[config.mk]
export PLATFORM = sky130hd
export DESIGN_NAME = ovd_top
export DESIGN_NICKNAME = d
export VERILOG_FILES = /design/src/shared/ovd_pkg.sv /design/src/hw/ovd_top.sv
export SDC_FILE = /design/constraint.sdc
export NUM_CORES = 1
export LEC_CHECK = 0
export ABC_AREA = 0
export BUFFER_PORTS_ARGS = -buffer_cell sky130_fd_sc_hd__buf_2
export CAP_MARGIN = 20
export CORE_ASPECT_RATIO = 0.7
export CORE_MARGIN = 2
export CORE_UTILIZATION = 50
export CTS_CLUSTER_DIAMETER = 120
export DETAILED_ROUTE_END_ITERATION = 10
export PLACE_DENSITY = 0.77
export SLEW_MARGIN = 20
export SYNTH_ARGS = -nofsm -noshare
export SYNTH_HDL_FRONTEND = slang
export SYNTH_SLANG_ARGS = --single-unit
export TNS_END_PERCENT = 10
[constraint.sdc]
create_clock -name sys_clk -period 3 [get_ports sys_clk]
set_input_delay 0.3 -clock sys_clk [delete_from_list [all_inputs] [get_ports sys_clk]]
set_output_delay 0.3 -clock sys_clk [all_outputs]
set_load 0.05 [all_outputs]
[src/shared/ovd_pkg.sv]
// Purpose: constants and types for the overtravel / direction control block
// Assumes: 125 MHz system clock, APB register access with 32-bit data
// Notes: register offsets are byte addresses of aligned words
`default_nettype none
package ovd_pkg;

    // ---------------------------------------------------------------
    // register map
    // ---------------------------------------------------------------
    localparam logic [11:0] REG_CONFIG = 12'h000;
    localparam logic [11:0] REG_ESTOP_TORQUE = 12'h004;
    localparam logic [11:0] REG_CTRL = 12'h008;
    localparam logic [11:0] REG_STATUS = 12'h00c;
    localparam logic [11:0] REG_IRQ_STATUS = 12'h010;
    localparam logic [11:0] REG_IRQ_MASK = 12'h014;
    localparam logic [11:0] REG_ACTIVE_CONFIG = 12'h018;

    // ---------------------------------------------------------------
    // field positions
    // ---------------------------------------------------------------
    localparam int CFG_DIR_BIT = 0;
    localparam int CFG_FWD_LSB = 4;
    localparam int CFG_REV_LSB = 8;
    localparam int CFG_STOP0_LSB = 12;
    localparam int CFG_STOP1_LSB = 16;
    localparam int CTRL_RESTART_BIT = 0;
    localparam int IRQ_FWD_OT = 0;
    localparam int IRQ_REV_OT = 1;
    localparam int IRQ_STOP_DONE = 2;

    // ---------------------------------------------------------------
    // setting codes and reset values
    // ---------------------------------------------------------------
    localparam logic DIR_RESET = 1'h0;
    localparam logic [3:0] FWD_MAP_PIN = 4'h1;
    localparam logic [3:0] REV_MAP_PIN = 4'h2;
    localparam logic [3:0] MAP_IGNORE = 4'h8;
    localparam logic [3:0] STOP0_DB_A = 4'h0;
    localparam logic [3:0] STOP0_COAST = 4'h2;
    localparam logic [3:0] STOP1_NONE = 4'h0;
    localparam logic [3:0] STOP1_CLAMP = 4'h1;
    localparam logic [9:0] ESTOP_TQ_MAX = 10'h320;
    localparam logic [9:0] TQ_FULL = 10'h320;
    localparam logic [15:0] ZERO_SPEED = 16'h0010;

    // ---------------------------------------------------------------
    // timing
    // ---------------------------------------------------------------
    localparam int CLK_PERIOD_NS = 8;
    localparam int ENC_STEP_NS = 1000;
    localparam logic [7:0] ENC_DIV_LAST =
        8'(ENC_STEP_NS / CLK_PERIOD_NS - 1);

    // ---------------------------------------------------------------
    // stop sequence states
    // ---------------------------------------------------------------
    typedef enum logic [5:0] {
        ST_RUN = 6'h01,
        ST_DB = 6'h02,
        ST_COAST_STOP = 6'h04,
        ST_DECEL = 6'h08,
        ST_ZCLAMP = 6'h10,
        ST_COAST = 6'h20
    } ovd_state_t;

endpackage
`default_nettype wire

[src/hw/ovd_top.sv]
// Purpose: motor direction, encoder emulation and overtravel stop control
// Assumes: all inputs synchronous to sys_clk; references signed
// Notes: direction, mapping and stop settings take effect only at reset release or a restart write
//
// Behaviour
// RULE_01: direction-select 1 reverses motor turning for a reference sign.
// RULE_02: direction-select never changes emulated encoder output polarity.
// RULE_03: forward reference makes phase B lead; reverse makes phase A lead.
// RULE_04: forward limit ON allows forward; OFF blocks it, flags overtravel.
// RULE_05: reverse limit ON allows reverse; OFF blocks it, flags overtravel.
// RULE_06: during overtravel a reference away from the limit still runs.
// RULE_07: forward mapping 1 reads the pin; mapping 8 always permits forward.
// RULE_08: reverse mapping 2 reads the pin; mapping 8 always permits reverse.
// RULE_09: stop code 00 or 01 brakes dynamically then coasts.
// RULE_10: stop code 02 removes drive, coasts to stop, stays coasting.
// RULE_11: second digit 1 decelerates at emergency torque then zero clamps.
// RULE_12: second digit 2 decelerates at emergency torque then coasts.
// RULE_13: zero clamp holds the stopped position with a position loop.
// RULE_14: torque control never decelerates; uses lowest digit, then coasts.
// RULE_15: emergency torque 0 to 800 percent, default 800, applies at once.
// RULE_16: direction, mapping and stop settings are sampled only at restart.
`timescale 1ns/1ns
`default_nettype none
module ovd_top
    import ovd_pkg::*;
(
    input wire logic sys_clk,
    input wire logic rst_n,
    input wire logic psel,
    input wire logic penable,
    input wire logic pwrite,
    input wire logic [11:0] paddr,
    input wire logic [31:0] pwdata,
    output logic [31:0] prdata,
    output logic pready,
    output logic pslverr,
    input wire logic signed [15:0] ref_speed,
    input wire logic signed [15:0] motor_speed,
    input wire logic [15:0] motor_position,
    input wire logic torque_control,
    input wire logic forward_limit_input,
    input wire logic reverse_limit_input,
    output logic signed [15:0] motor_cmd,
    output logic drive_enable,
    output logic dynamic_brake,
    output logic [9:0] torque_limit,
    output logic zero_clamp_active,
    output logic forward_overtravel,
    output logic reverse_overtravel,
    output logic encoder_out_phase_a,
    output logic encoder_out_phase_b,
    output logic irq
);

    // ---------------------------------------------------------------
    // state
    // ---------------------------------------------------------------
    typedef struct packed {
        ovd_state_t state;
        logic dir_stg;
        logic [3:0] fwd_map_stg;
        logic [3:0] rev_map_stg;
        logic [3:0] stop0_stg;
        logic [3:0] stop1_stg;
        logic act_dir;
        logic [3:0] act_fwd_map;
        logic [3:0] act_rev_map;
        logic [3:0] act_stop0;
        logic [3:0] act_stop1;
        logic [9:0] estop_tq;
        logic [2:0] irq_sts;
        logic [2:0] irq_mask;
        logic fwd_ot;
        logic rev_ot;
        logic [1:0] enc_q;
        logic [7:0] enc_div;
        logic enc_a;
        logic enc_b;
        logic [15:0] hold_pos;
        logic [15:0] motor_cmd;
        logic drive_en;
        logic dyn_brake;
        logic [9:0] tq_limit;
        logic zclamp;
        logic irq;
        logic pready;
        logic pslverr;
        logic [31:0] prdata;
    } ovd_regs_t;

    ovd_regs_t r;
    ovd_regs_t n;
    logic acc;
    logic wr;
    logic restart_wr;
    logic ref_fwd;
    logic ref_rev;
    logic blocked;
    logic moving;
    logic step_en;
    logic [16:0] spd_ext;
    logic [16:0] spd_abs;
    logic [2:0] irq_ev;
    logic [2:0] irq_clr;

    always_comb begin
        n = r;
        acc = psel && penable && r.pready;
        wr = acc && pwrite;
        restart_wr = wr && (paddr == REG_CTRL) && pwdata[CTRL_RESTART_BIT];
        ref_fwd = (ref_speed > 16'sh0000);
        ref_rev = (ref_speed < 16'sh0000);
        spd_ext = {motor_speed[15], motor_speed};
        spd_abs = spd_ext[16] ? (17'h00000 - spd_ext) : spd_ext;
        moving = (spd_abs >= {1'h0, ZERO_SPEED});
        // motion is judged against the reference, not the motor frame
        // RULE_04 RULE_05 RULE_06 block toward limit
        blocked = (ref_fwd && r.fwd_ot) || (ref_rev && r.rev_ot);
        irq_clr = 3'h0;

        // ---------------------------------------------------------------
        // apb slave: zero wait states, answer in the first access cycle
        // ---------------------------------------------------------------
        n.pready = psel && !penable;
        n.pslverr = 1'h0;
        n.prdata = 32'h00000000;
        if (psel && !penable) begin
            unique case (paddr)
                REG_CONFIG: n.prdata = {12'h000, r.stop1_stg, r.stop0_stg,
                    r.rev_map_stg, r.fwd_map_stg, 3'h0, r.dir_stg};
                REG_ESTOP_TORQUE: n.prdata = {22'h0, r.estop_tq};
                REG_CTRL: n.prdata = 32'h00000000;
                REG_STATUS: n.prdata = {24'h000000, r.state,
                    r.rev_ot, r.fwd_ot};
                REG_IRQ_STATUS: n.prdata = {29'h0, r.irq_sts};
                REG_IRQ_MASK: n.prdata = {29'h0, r.irq_mask};
                REG_ACTIVE_CONFIG: n.prdata = {12'h000, r.act_stop1,
                    r.act_stop0, r.act_rev_map, r.act_fwd_map, 3'h0,
                    r.act_dir};
                default: n.pslverr = 1'h1;
            endcase
        end
        if (wr) begin
            unique case (paddr)
                REG_CONFIG: begin
                    n.dir_stg = pwdata[CFG_DIR_BIT];
                    n.fwd_map_stg = pwdata[CFG_FWD_LSB +: 4];
                    n.rev_map_stg = pwdata[CFG_REV_LSB +: 4];
                    n.stop0_stg = pwdata[CFG_STOP0_LSB +: 4];
                    n.stop1_stg = pwdata[CFG_STOP1_LSB +: 4];
                end
                // RULE_15 clamp and apply at once
                REG_ESTOP_TORQUE: begin
                    if (pwdata[9:0] > ESTOP_TQ_MAX || pwdata[31:10] != 22'h0)
                        n.estop_tq = ESTOP_TQ_MAX;
                    else
                        n.estop_tq = pwdata[9:0];
                end
                REG_IRQ_STATUS: irq_clr = pwdata[2:0];
                REG_IRQ_MASK: n.irq_mask = pwdata[2:0];
                default: ;
            endcase
        end

        // ---------------------------------------------------------------
        // limit inputs
        // ---------------------------------------------------------------
        // RULE_04 RULE_07 forward limit decode
        n.fwd_ot = (r.act_fwd_map != MAP_IGNORE) && !forward_limit_input;
        // RULE_05 RULE_08 reverse limit decode
        n.rev_ot = (r.act_rev_map != MAP_IGNORE) && !reverse_limit_input;

        // ---------------------------------------------------------------
        // stop sequence
        // ---------------------------------------------------------------
        unique case (r.state)
            ST_RUN: begin
                if (blocked && moving) begin
                    // RULE_14 torque mode skips decel
                    if (torque_control || r.act_stop1 == STOP1_NONE) begin
                        // RULE_09 RULE_10 lowest digit picks
                        if (r.act_stop0 == STOP0_COAST)
                            n.state = ST_COAST_STOP;
                        else
                            n.state = ST_DB;
                    end else begin
                        n.state = ST_DECEL;
                    end
                end
            end
            ST_DB, ST_COAST_STOP: begin
                if (!moving)
                    n.state = ST_COAST;
            end
            ST_DECEL: begin
                // RULE_11 RULE_12 after-stop mode
                if (!moving)
                    n.state = (r.act_stop1 == STOP1_CLAMP) ?
                        ST_ZCLAMP : ST_COAST;
            end
            ST_ZCLAMP, ST_COAST: begin
                // RULE_06 reference away from limit resumes
                if (!blocked)
                    n.state = ST_RUN;
            end
        endcase

        // RULE_16 settings latch only here
        if (restart_wr) begin
            n.state = ST_RUN;
            n.act_dir = r.dir_stg;
            n.act_fwd_map = r.fwd_map_stg;
            n.act_rev_map = r.rev_map_stg;
            n.act_stop0 = r.stop0_stg;
            n.act_stop1 = r.stop1_stg;
        end

        // ---------------------------------------------------------------
        // power stage outputs
        // ---------------------------------------------------------------
        n.drive_en = (n.state == ST_RUN) || (n.state == ST_DECEL) ||
            (n.state == ST_ZCLAMP);
        n.dyn_brake = (n.state == ST_DB);
        n.zclamp = (n.state == ST_ZCLAMP);
        n.tq_limit = (n.state == ST_DECEL) ? n.estop_tq : TQ_FULL;
        n.motor_cmd = 16'h0000;
        if (n.state == ST_RUN && r.state == ST_RUN && !blocked) begin
            // RULE_01 direction inversion
            n.motor_cmd = r.act_dir ? 16'(16'h0000 - ref_speed) : ref_speed;
        end
        if (n.state == ST_ZCLAMP) begin
            // RULE_13 hold stopped position
            if (r.state != ST_ZCLAMP)
                n.hold_pos = motor_position;
            else
                n.motor_cmd = 16'(r.hold_pos - motor_position);
        end

        // ---------------------------------------------------------------
        // encoder emulation follows the reference, not the motor frame
        // ---------------------------------------------------------------
        n.enc_div = (r.enc_div == ENC_DIV_LAST) ? 8'h00 : r.enc_div + 8'h01;
        step_en = (r.enc_div == ENC_DIV_LAST) && r.state == ST_RUN &&
            n.state == ST_RUN && !blocked;
        // RULE_02 RULE_03 quadrature step order
        if (step_en && ref_fwd)
            n.enc_q = r.enc_q + 2'h1;
        else if (step_en && ref_rev)
            n.enc_q = r.enc_q - 2'h1;
        n.enc_a = n.enc_q[1];
        n.enc_b = n.enc_q[1] ^ n.enc_q[0];

        // ---------------------------------------------------------------
        // interrupts: set wins over a write-one clear
        // ---------------------------------------------------------------
        irq_ev = 3'h0;
        irq_ev[IRQ_FWD_OT] = n.fwd_ot && !r.fwd_ot;
        irq_ev[IRQ_REV_OT] = n.rev_ot && !r.rev_ot;
        irq_ev[IRQ_STOP_DONE] = (r.state == ST_DB ||
            r.state == ST_COAST_STOP || r.state == ST_DECEL) &&
            (n.state == ST_COAST || n.state == ST_ZCLAMP);
        n.irq_sts = (r.irq_sts & ~irq_clr) | irq_ev;
        n.irq = |(n.irq_sts & n.irq_mask);
    end

    always_ff @(posedge sys_clk or negedge rst_n) begin
        if (!rst_n) begin
            r <= '0;
            r.state <= ST_RUN;
            r.dir_stg <= DIR_RESET;
            r.fwd_map_stg <= FWD_MAP_PIN;
            r.rev_map_stg <= REV_MAP_PIN;
            r.stop0_stg <= STOP0_DB_A;
            r.stop1_stg <= STOP1_NONE;
            r.act_dir <= DIR_RESET;
            r.act_fwd_map <= FWD_MAP_PIN;
            r.act_rev_map <= REV_MAP_PIN;
            r.act_stop0 <= STOP0_DB_A;
            r.act_stop1 <= STOP1_NONE;
            r.estop_tq <= ESTOP_TQ_MAX;
            r.tq_limit <= TQ_FULL;
            r.drive_en <= 1'h1;
        end else begin
            r <= n;
        end
    end

    assign prdata = r.prdata;
    assign pready = r.pready;
    assign pslverr = r.pslverr;
    assign motor_cmd = r.motor_cmd;
    assign drive_enable = r.drive_en;
    assign dynamic_brake = r.dyn_brake;
    assign torque_limit = r.tq_limit;
    assign zero_clamp_active = r.zclamp;
    assign forward_overtravel = r.fwd_ot;
    assign reverse_overtravel = r.rev_ot;
    assign encoder_out_phase_a = r.enc_a;
    assign encoder_out_phase_b = r.enc_b;
    assign irq = r.irq;
endmodule
`default_nettype wire

**Word level (Yosys, flattened, before mapping)**

Index checks and enable logic that the tools add are counted.

- Bits in registers: 150
- Input bits: 100

- $add $sub $neg: 6
- Magnitude comparators: 4
- Equal/unequal tests: 23
- Mux-type cells: 28
- Bitwise gates (word level): 5
- Reductions and logical operators: 44

Operator list:

| operator | number |
|---|---|
| 20-bit case mux with 6 select lines | 1 |
| 16-bit 2-to-1 mux | 4 |
| 6-bit 2-to-1 mux | 7 |
| 10-bit 2-to-1 mux | 4 |
| 12-bit by 5-bit == test with 1-bit output (second input constant) | 3 |
| 33-bit 2-to-1 mux | 1 |
| 12-bit by 4-bit == test with 1-bit output (second input constant) | 2 |
| 6-bit case mux with 4 select lines | 1 |
| 22-bit nonzero test | 1 |
| 1-bit logical AND | 21 |
| 17-bit by 5-bit >= comparator with 1-bit output (second input constant) | 1 |
| 17-bit 2-to-1 mux | 1 |
| 1-bit by 16-bit subtractor with 17-bit output (first input constant) | 1 |
| 16-bit by 1-bit greater-than comparator with 1-bit output (second input constant) | 1 |
| 16-bit by 1-bit less-than comparator with 1-bit output (second input constant) | 1 |
| 1-bit by 16-bit subtractor with 16-bit output (first input constant) | 1 |
| 16-bit subtractor | 1 |
| 3-bit 2-to-1 mux | 5 |
| 12-bit by 3-bit == test with 1-bit output (second input constant) | 1 |
| 6-bit by 1-bit == test with 1-bit output (second input constant) | 2 |
| 6-bit by 2-bit == test with 1-bit output (second input constant) | 2 |
| 6-bit by 4-bit == test with 1-bit output (second input constant) | 2 |
| 6-bit by 5-bit == test with 1-bit output (second input constant) | 2 |
| 6-bit == test (second input constant) | 2 |
| 25 further kinds | 42 |

**Logic depth before layout (Yosys ltp)**

Gate-level depths: netlist of run 1.

- Depth after elaboration: 14
- Gate-level depth with buffers: 13

**Worst setup path before layout of run 1**

No wires, ideal clock.

- Kind: input to register
- From: input motor_speed[1]
- To: register r[70] (netlist bit)
- Setup time: 125 ps
- Arrival: 3414 ps
- Required time: 2875 ps
- Setup slack: -539 ps
- Cell stages on the path: 10
- Cell sequence: or4_4 > nor3b_2 > a31oi_1 > or4_4 > o31ai_1 > a32oi_1 > o32ai_2 > nand4b_4 > buf_8 > mux2_4

- Longest elaborated chain between the ends: 9
- Elaborated cells between the ends (all ways): 11
- Classes of those cells: 1 x add/sub; 1 x order compare; 1 x eq/ne; 6 x mux; 2 x reduce/logical

RTL lines:

| item | line | source |
|---|---|---|
| from (decl) | ovd_top.sv:38 | `input wire logic signed [15:0] motor_speed,` |
| 1-bit by 16-bit subtractor with 17-bit output | ovd_top.sv:114 | `spd_abs = spd_ext[16] ? (17'h00000 - spd_ext) : spd_ext;` |
| 17-bit 2-to-1 mux (*) | ovd_top.sv:114 |  |
| 17-bit by 5-bit >= comparator with 1-bit output (*) | ovd_top.sv:115 | `moving = (spd_abs >= {1'h0, ZERO_SPEED});` |
| 1-bit logical AND | ovd_top.sv:178 | `if (blocked && moving) begin` |
| 6-bit 2-to-1 mux | ovd_top.sv:178 |  |
| 6-bit case mux with 4 select lines (*) | ovd_top.sv:176 | `unique case (r.state)` |
| 6-bit 2-to-1 mux (*) | ovd_top.sv:209 | `if (restart_wr) begin` |
| 6-bit by 5-bit == test with 1-bit output (*) | ovd_top.sv:231 | `if (n.state == ST_ZCLAMP) begin` |
| 2-bit AND reduction (no line) (*) | n/a |  |
| to (signal assigned) | ovd_top.sv:284 | `r <= n;` |
| to (decl) | ovd_top.sv:91 | `ovd_regs_t r;` |

Every way passes the cells marked *; elsewhere a longest branch is shown, timed or not.
A chain may end at the register's enable or synchronous reset.

**Final worst setup path of run 1**

- From: input motor_speed[3]
- To: register r[73] (netlist bit)

The elaborated chain is that of the path after synthesis.

==> flow_summary_export.csv, run 1 <==
group,metric,value,unit
yosys,ys.flop_type,"dfrtp_1",
placed_design,place_inst,1139,
critical_path,crit_type,"in -> reg",
critical_path,worstPathCellList,"buf_6 > or4_4 > o41ai_4 > xnor2_1 > or4_4 > buf_6 > o31ai_4 > buf_4 > a22oi_2 > o32ai_4 > nand4b_4 > clkbuf_16 > mux2_4",
timing,worst_pin_slew,755,ps
drt,antenna_left,0,
power_and_ir_drop,switching_share,0.298,
timing,max_slew_margin,0.490,
floorplan,std_cell_rows,37,
yosys,synth-edff-count,0,
clock_tree,clockBufferDepth,2,
power_and_ir_drop,peakVddDrop,0.392,mV
drt,viasPerCell,5.68,
timing,timing.setup.tns,-2660,ps
clock_tree,cts_tree,"yes",
yosys,synth_area_leaders,"dfrtp_1 (41%), buf_4 (5.7%), dfstp_2 (4.2%)",
yosys,syn_area_per_cell,9.98,um^2
power_and_ir_drop,p_int,4.20,mW
timing,setup_violations,22,
clock_tree,cts_root_buf,"clkbuf_16",
drt,first_pass_iters,5,
yosys,synthTopCellsByCount,"dfrtp_1 (125), nand2_1 (83), buf_4 (58), nor2_1 (53), inv_1 (33)",
finish,drive_above_1_share,0.384,
placed_design,dp_slack,-711,ps
finish,finalNonFillerCells,1181,
global_route,grt_usage,0.256,
placed_design,dpl_cell_area,0.00895,mm^2
timing,min_period,3160,ps
critical_path,max_stage_delay,590,ps
timing,finalMaxSlewViolations,0,
power_and_ir_drop,pwr-share-seq,0.334,
floorplan,core_area,0.0148,mm^2
drt,drc,0,
finish,n_antenna_cell,0,
timing,fin_crit_sh,1.05,
drt,wirelength,20700,um
yosys,netlist_instances,761,
critical_path,r2r_slack,-100,ps
yosys,synth_seq_cells,137,
critical_path,crit_arrival,3460,ps
timing,rsz0062_at_grt,"yes",
global_route,grt_antenna_before_repair,0,
global_route,grt_pass1_vias,6378,
power_and_ir_drop,power_density,607,mW/mm^2
drt,num_vias,6709,
power_and_ir_drop,p_sw,1.79,mW
global_route,grt_max_degree,81,
yosys,synth.top_cell.area_share,0.412,
placed_design,dp_hpwl,14900,um
floorplan,fp.dieW,151,um
drt,wl_per_cell,17.6,um
power_and_ir_drop,pwr-share-comb,0.267,
yosys,ys_types,70,
yosys,ys_warn_count,0,
power_and_ir_drop,power.share.clock,0.399,
status,violations,"negative setup slack",
placed_design,gp_congestion,0.896,
clock_tree,cts-buffers-inserted,17,
floorplan,ios,168,
hold_path,hold_depth,2,
floorplan,die_y,107,um
critical_path,crit_path_max_fanout,8,
floorplan,start_util,0.514,
critical_path,crit_path_top_delay_cell,"or4_4",
yosys,synth_top_cell_by_area,"dfrtp_1",
global_route,grt_pass1_wl,32200,um
clock_tree,clkLatencyLatePin,410,ps
timing,fmax,316,MHz
timing,holdWs,52.9,ps
yosys,async_reset_ff_frac,1.00,
critical_path,cp-end-kind,"register",
timing,hold_violations,0,
clock_tree,cts.sinks,137,
power_and_ir_drop,power.leakage,4.94,nW
floorplan,fp.dieArea,0.0162,mm^2
status,status,"finished with violations",
drt,dr.first_iter.drc_count,552,
critical_path,reg2reg_depth,14,
hold_path,hp-class,"in -> reg",
global_route,grt_remaining_overflow,0,
finish,area_growth,30.0,%
clock_tree,htree_levels,4,
run,drv_cap,0,
timing,worst_slack,-164,ps
finish,final_area,0.00988,mm^2
timing,finalClockSkew,6.36,ps
yosys,yosysMostFrequentCell,"dfrtp_1",
yosys,seq_area_frac_synth,0.453,
critical_path,start_kind,"input port",
clock_tree,cts.clk_slew.worst_paths,60,ps
placed_design,numPortBuffers,155,
critical_path,critical_path_required,3290,ps
yosys,synth_area,0.00760,mm^2
finish,layout.nets,1093,
==> flip-flops by register name, indices dropped and copies added, names as in the netlist <==
| name | flops |
|---|---|
| irq | 1 |
| pslverr | 1 |
| r | 81 |
| encoder_out_phase_b | 1 |
| prdata | 20 |
| encoder_out_phase_a | 1 |
| motor_cmd | 16 |
| reverse_overtravel | 1 |
| pready | 1 |
| drive_enable | 1 |
| forward_overtravel | 1 |
| zero_clamp_active | 1 |
| dynamic_brake | 1 |
| torque_limit | 10 |
==> layout by cell type (no fill, tap or decap), types with 5 or more instances in the layout <==
cell	instances
buf_2	152
dfrtp_1	125
buf_4	102
nand2_1	83
nor2_1	50
inv_1	33
xor2_1	24
mux2_2	22
a21oi_1	22
a22oi_1	22
ha_1	19
clkbuf_16	18
o21ai_0	16
mux2_4	15
nor4_1	14
nor3_1	14
nor2b_1	14
nand3_1	13
o31ai_1	12
o22ai_1	12
conb_1	12
dfstp_2	12
xnor2_1	10
or3_1	9
or4_1	8
a22o_1	8
nand2b_1	7
and2_1	6
mux2i_1	6
bufinv_16	6
buf_6	5
==> worst paths after layout <==
kind,start,to
setup / recovery,motor_speed[3],r[73]$_DFFE_PN0P_
hold / removal,reverse_limit_input,reverse_overtravel$_DFF_PN0_
setup reg to reg,r[146]$_DFF_PN0_,r[73]$_DFFE_PN0P_
hold reg to reg,r[139]$_DFFE_PN1P_,r[122]$_DFFE_PN1P_
max in group asynchronous,rst_n,torque_limit[5]$_DFF_PN1_
min in group asynchronous,rst_n,r[130]$_DFFE_PN0P_
==> routing by layer <==
metal,global-route usage,share of wire,vias to the layer above
met1,0.369,0.45,3306
met4,0.0694,0.018,0
met2,0.388,0.45,273
li1,-,-,3097
met5,0,0,-
met3,0.0596,0.073,33
==> worst max-delay path: cells and delay by family <==
kind / cells / cell delay (ps)
AO/OA/AOI/OAI: 4 / 790
XOR/XNOR: 1 / 90
buffers and inverters: 4 / 620
multiplexers: 1 / 300
AND/OR/NAND/NOR: 3 / 1340
==> power groups by stage <==
stage          Sequential (mW)  Combinational (mW)  Clock, mW
2_1_floorplan             2.06               0.737          0
3_5_place_dp              2.03                1.39          0
5_1_grt                   2.01                1.70       2.48
4_1_cts                   2.00                1.48       2.40
3_3_place_gp              2.03                1.37          0
6_report                  2.00                1.60       2.39
==> logic make-up after synthesis <==
kind of cell	after synthesis	share of synthesized area
buffers and inverters	115	0.0873
and+or+nand+nor	268	0.182
other	1	0.000494
xor gates and xnor gates	34	0.0392
muxes	43	0.0672
AOI/OAI and AO/OA	143	0.137
adders and majority gates	20	0.0339
DFF	137	0.453
==> layout make-up <==
cell class,instances,area [um^2]
fill,1088,4890
multi-input combinational,520,3710
sequential,137,3440
timing repair buffer,264,1680
clock buffer,18,429
tap,195,244
clock inverter,14,243
inverter,33,124
==> per-stage QoR <==
stage          total power, mW  utilization
3_5_place_dp              3.42        0.606
5_1_grt                   6.19        0.669
2_1_floorplan             2.80            -
3_3_place_gp              3.40        0.606
4_1_cts                   5.88        0.661
6_report                  5.99        0.669
==> what timing repair did <==
item,4_1_cts,5_1_grt
cloned,1,0
resized for setup,13,21
endpoints found under the hold margin,76,0
setup endpoints to repair,27,31
setup buffers,5,4
pin swaps,9,3
hold buffers,1,0
Note: power is estimated with default switching activity, not from simulation.
==> run 2: changes to the inputs <==
- BUFFER_PORTS_ARGS: -buffer_cell sky130_fd_sc_hd__buf_2 -> unset
- CORE_UTILIZATION: 50 -> 55
- CTS_BUF_LIST: unset -> sky130_fd_sc_hd__clkbuf_8
- DONT_BUFFER_PORTS: unset -> 1
- PLACE_DENSITY: 0.77 -> 0.73
==> run 2 against run 1 <==
  * The run ends with negative hold slack, negative setup slack left
  * Register-to-register slack improved by 160 ps
  * Critical path depth shrank 2
  * Worst hold slack lost 500 ps
  * Critical endpoint is now r[70]$_DFFE_PN0P_
  * Worst setup slack better by 140 ps
  * Count of clock-buffer cells in the layout grew 1
==> flow_summary_export.csv, run 2 (synthesis gave the netlist of run 1 again) <==
group,metric,value,unit
status,status,"finished with violations",
status,violations,"negative hold slack, negative setup slack",
timing,worst_pin_slew,671,ps
timing,holdWs,-447,ps
floorplan,fp.dieArea,0.0148,mm^2
critical_path,r2r_slack,60,ps
critical_path,crit_type,"in -> reg",
power_and_ir_drop,power.leakage,4.02,nW
floorplan,fp.dieW,144,um
critical_path,crit_arrival,3350,ps
global_route,grt_pass1_vias,5865,
critical_path,worstSetupStartpoint,"motor_speed[1]",
finish,drive_above_1_share,0.211,
global_route,grt_antenna_before_repair,0,
placed_design,gp_congestion,0.946,
placed_design,dp_slack,-606,ps
critical_path,crit_path_max_fanout,16,
power_and_ir_drop,p_sw,1.52,mW
timing,finalClockSkew,12.2,ps
floorplan,start_util,0.571,
finish,largest_register_ffs,81,
finish,layout.nets,923,
floorplan,ios,168,
clock_tree,cts.sinks,137,
drt,antenna_left,0,
finish,largest-register,"r",
clock_tree,htree_levels,4,
clock_tree,cts.clk_slew.worst_paths,80,ps
critical_path,start_kind,"input port",
floorplan,die_y,102,um
clock_tree,cts_tree,"yes",
run,drv_cap,0,
finish,fillers,1079,
finish,area_growth,14.5,%
critical_path,worstPathCellList,"or4_4 > nor3b_4 > a31oi_1 > or4_4 > or3_4 > a32oi_2 > o32ai_2 > buf_4 > nand4b_4 > buf_12 > mux2_4",
placed_design,numPortBuffers,0,
timing,setup_violations,15,
global_route,grt_pass1_wl,29800,um
power_and_ir_drop,peakVddDrop,0.308,mV
drt,wl_per_cell,18.6,um
clock_tree,clockBufferDepth,2,
timing,fin_crit_sh,1.01,
floorplan,core_area,0.0133,mm^2
finish,n_antenna_cell,0,
power_and_ir_drop,power.share.clock,0.336,
clock_tree,clkLatencyLatePin,440,ps
floorplan,std_cell_rows,35,
global_route,grt_remaining_overflow,0,
critical_path,r2r-start,"r[145]$_DFF_PN0_",
critical_path,cp-end-kind,"register",
power_and_ir_drop,p_total,4.85,mW
critical_path,cp_top_family,"simple AND/OR/NAND/NOR gates",
clock_tree,cts-buffers-inserted,17,
timing,finalMaxSlewViolations,0,
critical_path,crit_path_top_delay_cell,"or4_4",
power_and_ir_drop,pwr-share-comb,0.217,
timing,fmax,330,MHz
global_route,grt_usage,0.260,
clock_tree,cts_root_buf,"clkbuf_8",
drt,num_vias,5929,
drt,dr.first_iter.drc_count,475,
drt,wirelength,18700,um
critical_path,cp.buffers_inverters,2,
power_and_ir_drop,switching_share,0.313,
global_route,grt_max_degree,138,
hold_path,hp-class,"in -> async",
power_and_ir_drop,p_int,3.33,mW
critical_path,max_stage_delay,560,ps
critical_path,crit_top_cell,"or4_4",
timing,min_period,3030,ps
drt,viasPerCell,5.92,
drt,drc,0,
timing,max_slew_margin,0.553,
timing,rsz0062_at_grt,"yes",
clock_tree,cts_setup_buffers,0,
power_and_ir_drop,pwr-share-seq,0.447,
power_and_ir_drop,power_density,557,mW/mm^2
critical_path,critical_path_required,3320,ps
timing,hold_violations,137,
placed_design,dp_hpwl,13500,um
timing,worst_slack,-27.2,ps
finish,final_common_cell,"dfrtp_1",
finish,layout_common_cells,"dfrtp_1 (124), nand2_1 (83), buf_4 (56)",
drt,first_pass_iters,5,
-- run 2: cell types whose count changed in the layout (fill, tap and decap cells not counted), sizes merged --
cell,previous run,this run
bufinv,6,3
dlygate4sd3,1,36
buf,262,58
clkinv,2,3
inv,36,39
clkinvlp,3,1
-- run 2: power by group through the flow --
| stage | Sequential (mW) | Clock [mW] | Combinational [mW] |
|---|---|---|---|
| 2_1_floorplan | 2.06 | 0 | 0.737 |
| 3_3_place_gp | 2.20 | 0 | 0.898 |
| 3_5_place_dp | 2.20 | 0 | 0.928 |
| 4_1_cts | 2.17 | 1.66 | 1.01 |
| 5_1_grt | 2.18 | 1.75 | 1.12 |
| 6_report | 2.17 | 1.63 | 1.05 |
-- run 2: path summary, 6_finish.rpt --
| check | cells after the start | endpoint |
|---|---|---|
| worst max-delay path | 11 | r[70]$_DFFE_PN0P_ |
| worst min-delay path | 0 | torque_limit[2]$_DFF_PN0_ |
| worst max register to register | 11 | r[70]$_DFFE_PN0P_ |
| worst min register to register | 2 | r[119]$_DFFE_PN1P_ |
| max in group asynchronous | 0 | r[119]$_DFFE_PN1P_ |
| min in group sys_clk | 1 | r[141]$_DFFE_PN0P_ |
-- run 2: layout make-up --
| class | count | area [um^2] | area share |
|---|---|---|---|
| Clock buffer | 19 | 262 | 0.0301 |
| Sequential cell | 137 | 3440 | 0.396 |
| Clock inverter | 13 | 169 | 0.0194 |
| Multi-Input combinational cell | 520 | 3650 | 0.419 |
| Tap cell | 185 | 231 | 0.0266 |
| Inverter | 33 | 124 | 0.0142 |
| Timing Repair Buffer | 94 | 821 | 0.0944 |
-- run 2: metal layers --
metal | vias up | wire length (um) | global-route usage
li1 | 2738 | - | -
met1 | 2950 | 8560 | 0.365
met2 | 214 | 8420 | 0.399
met3 | 27 | 1360 | 0.0661
met4 | 0 | 320 | 0.0874
met5 | - | 0 | 0
-- run 2: repair_timing --
item | 4_1_cts | 5_1_grt
endpoints found under the setup margin | 22 | 21
endpoints found under the hold margin | 175 | 141
gates cloned | 0 | 0
pin swaps | 2 | 1
resized for setup | 9 | 6
hold buffers | 33 | 3
-- run 2: through the flow --
step / instance area, um^2 / util / TNS (ps) / cells
after detailed placement: 7840 / 0.589 / -16320 / 933
after CTS: 8640 / 0.649 / 0 / 998
after floorplan: 7680 / - / -8350 / 772
after global placement: 7840 / 0.589 / -12340 / 933
after global routing: 8700 / 0.653 / -721 / 1001
final: 8700 / 0.653 / -263 / 1001
-- run 2: worst register-to-register path, stage by stage, from the launching register on --
cell and delay (ps):
dfrtp_1 520, nor2_1 140, nor4b_2 190, or2_2 330, nor3_2 280, o31ai_4 170, a22oi_2 250, o32ai_2 130
buf_4 150, nand4b_4 180, buf_12 190, mux2_4 300
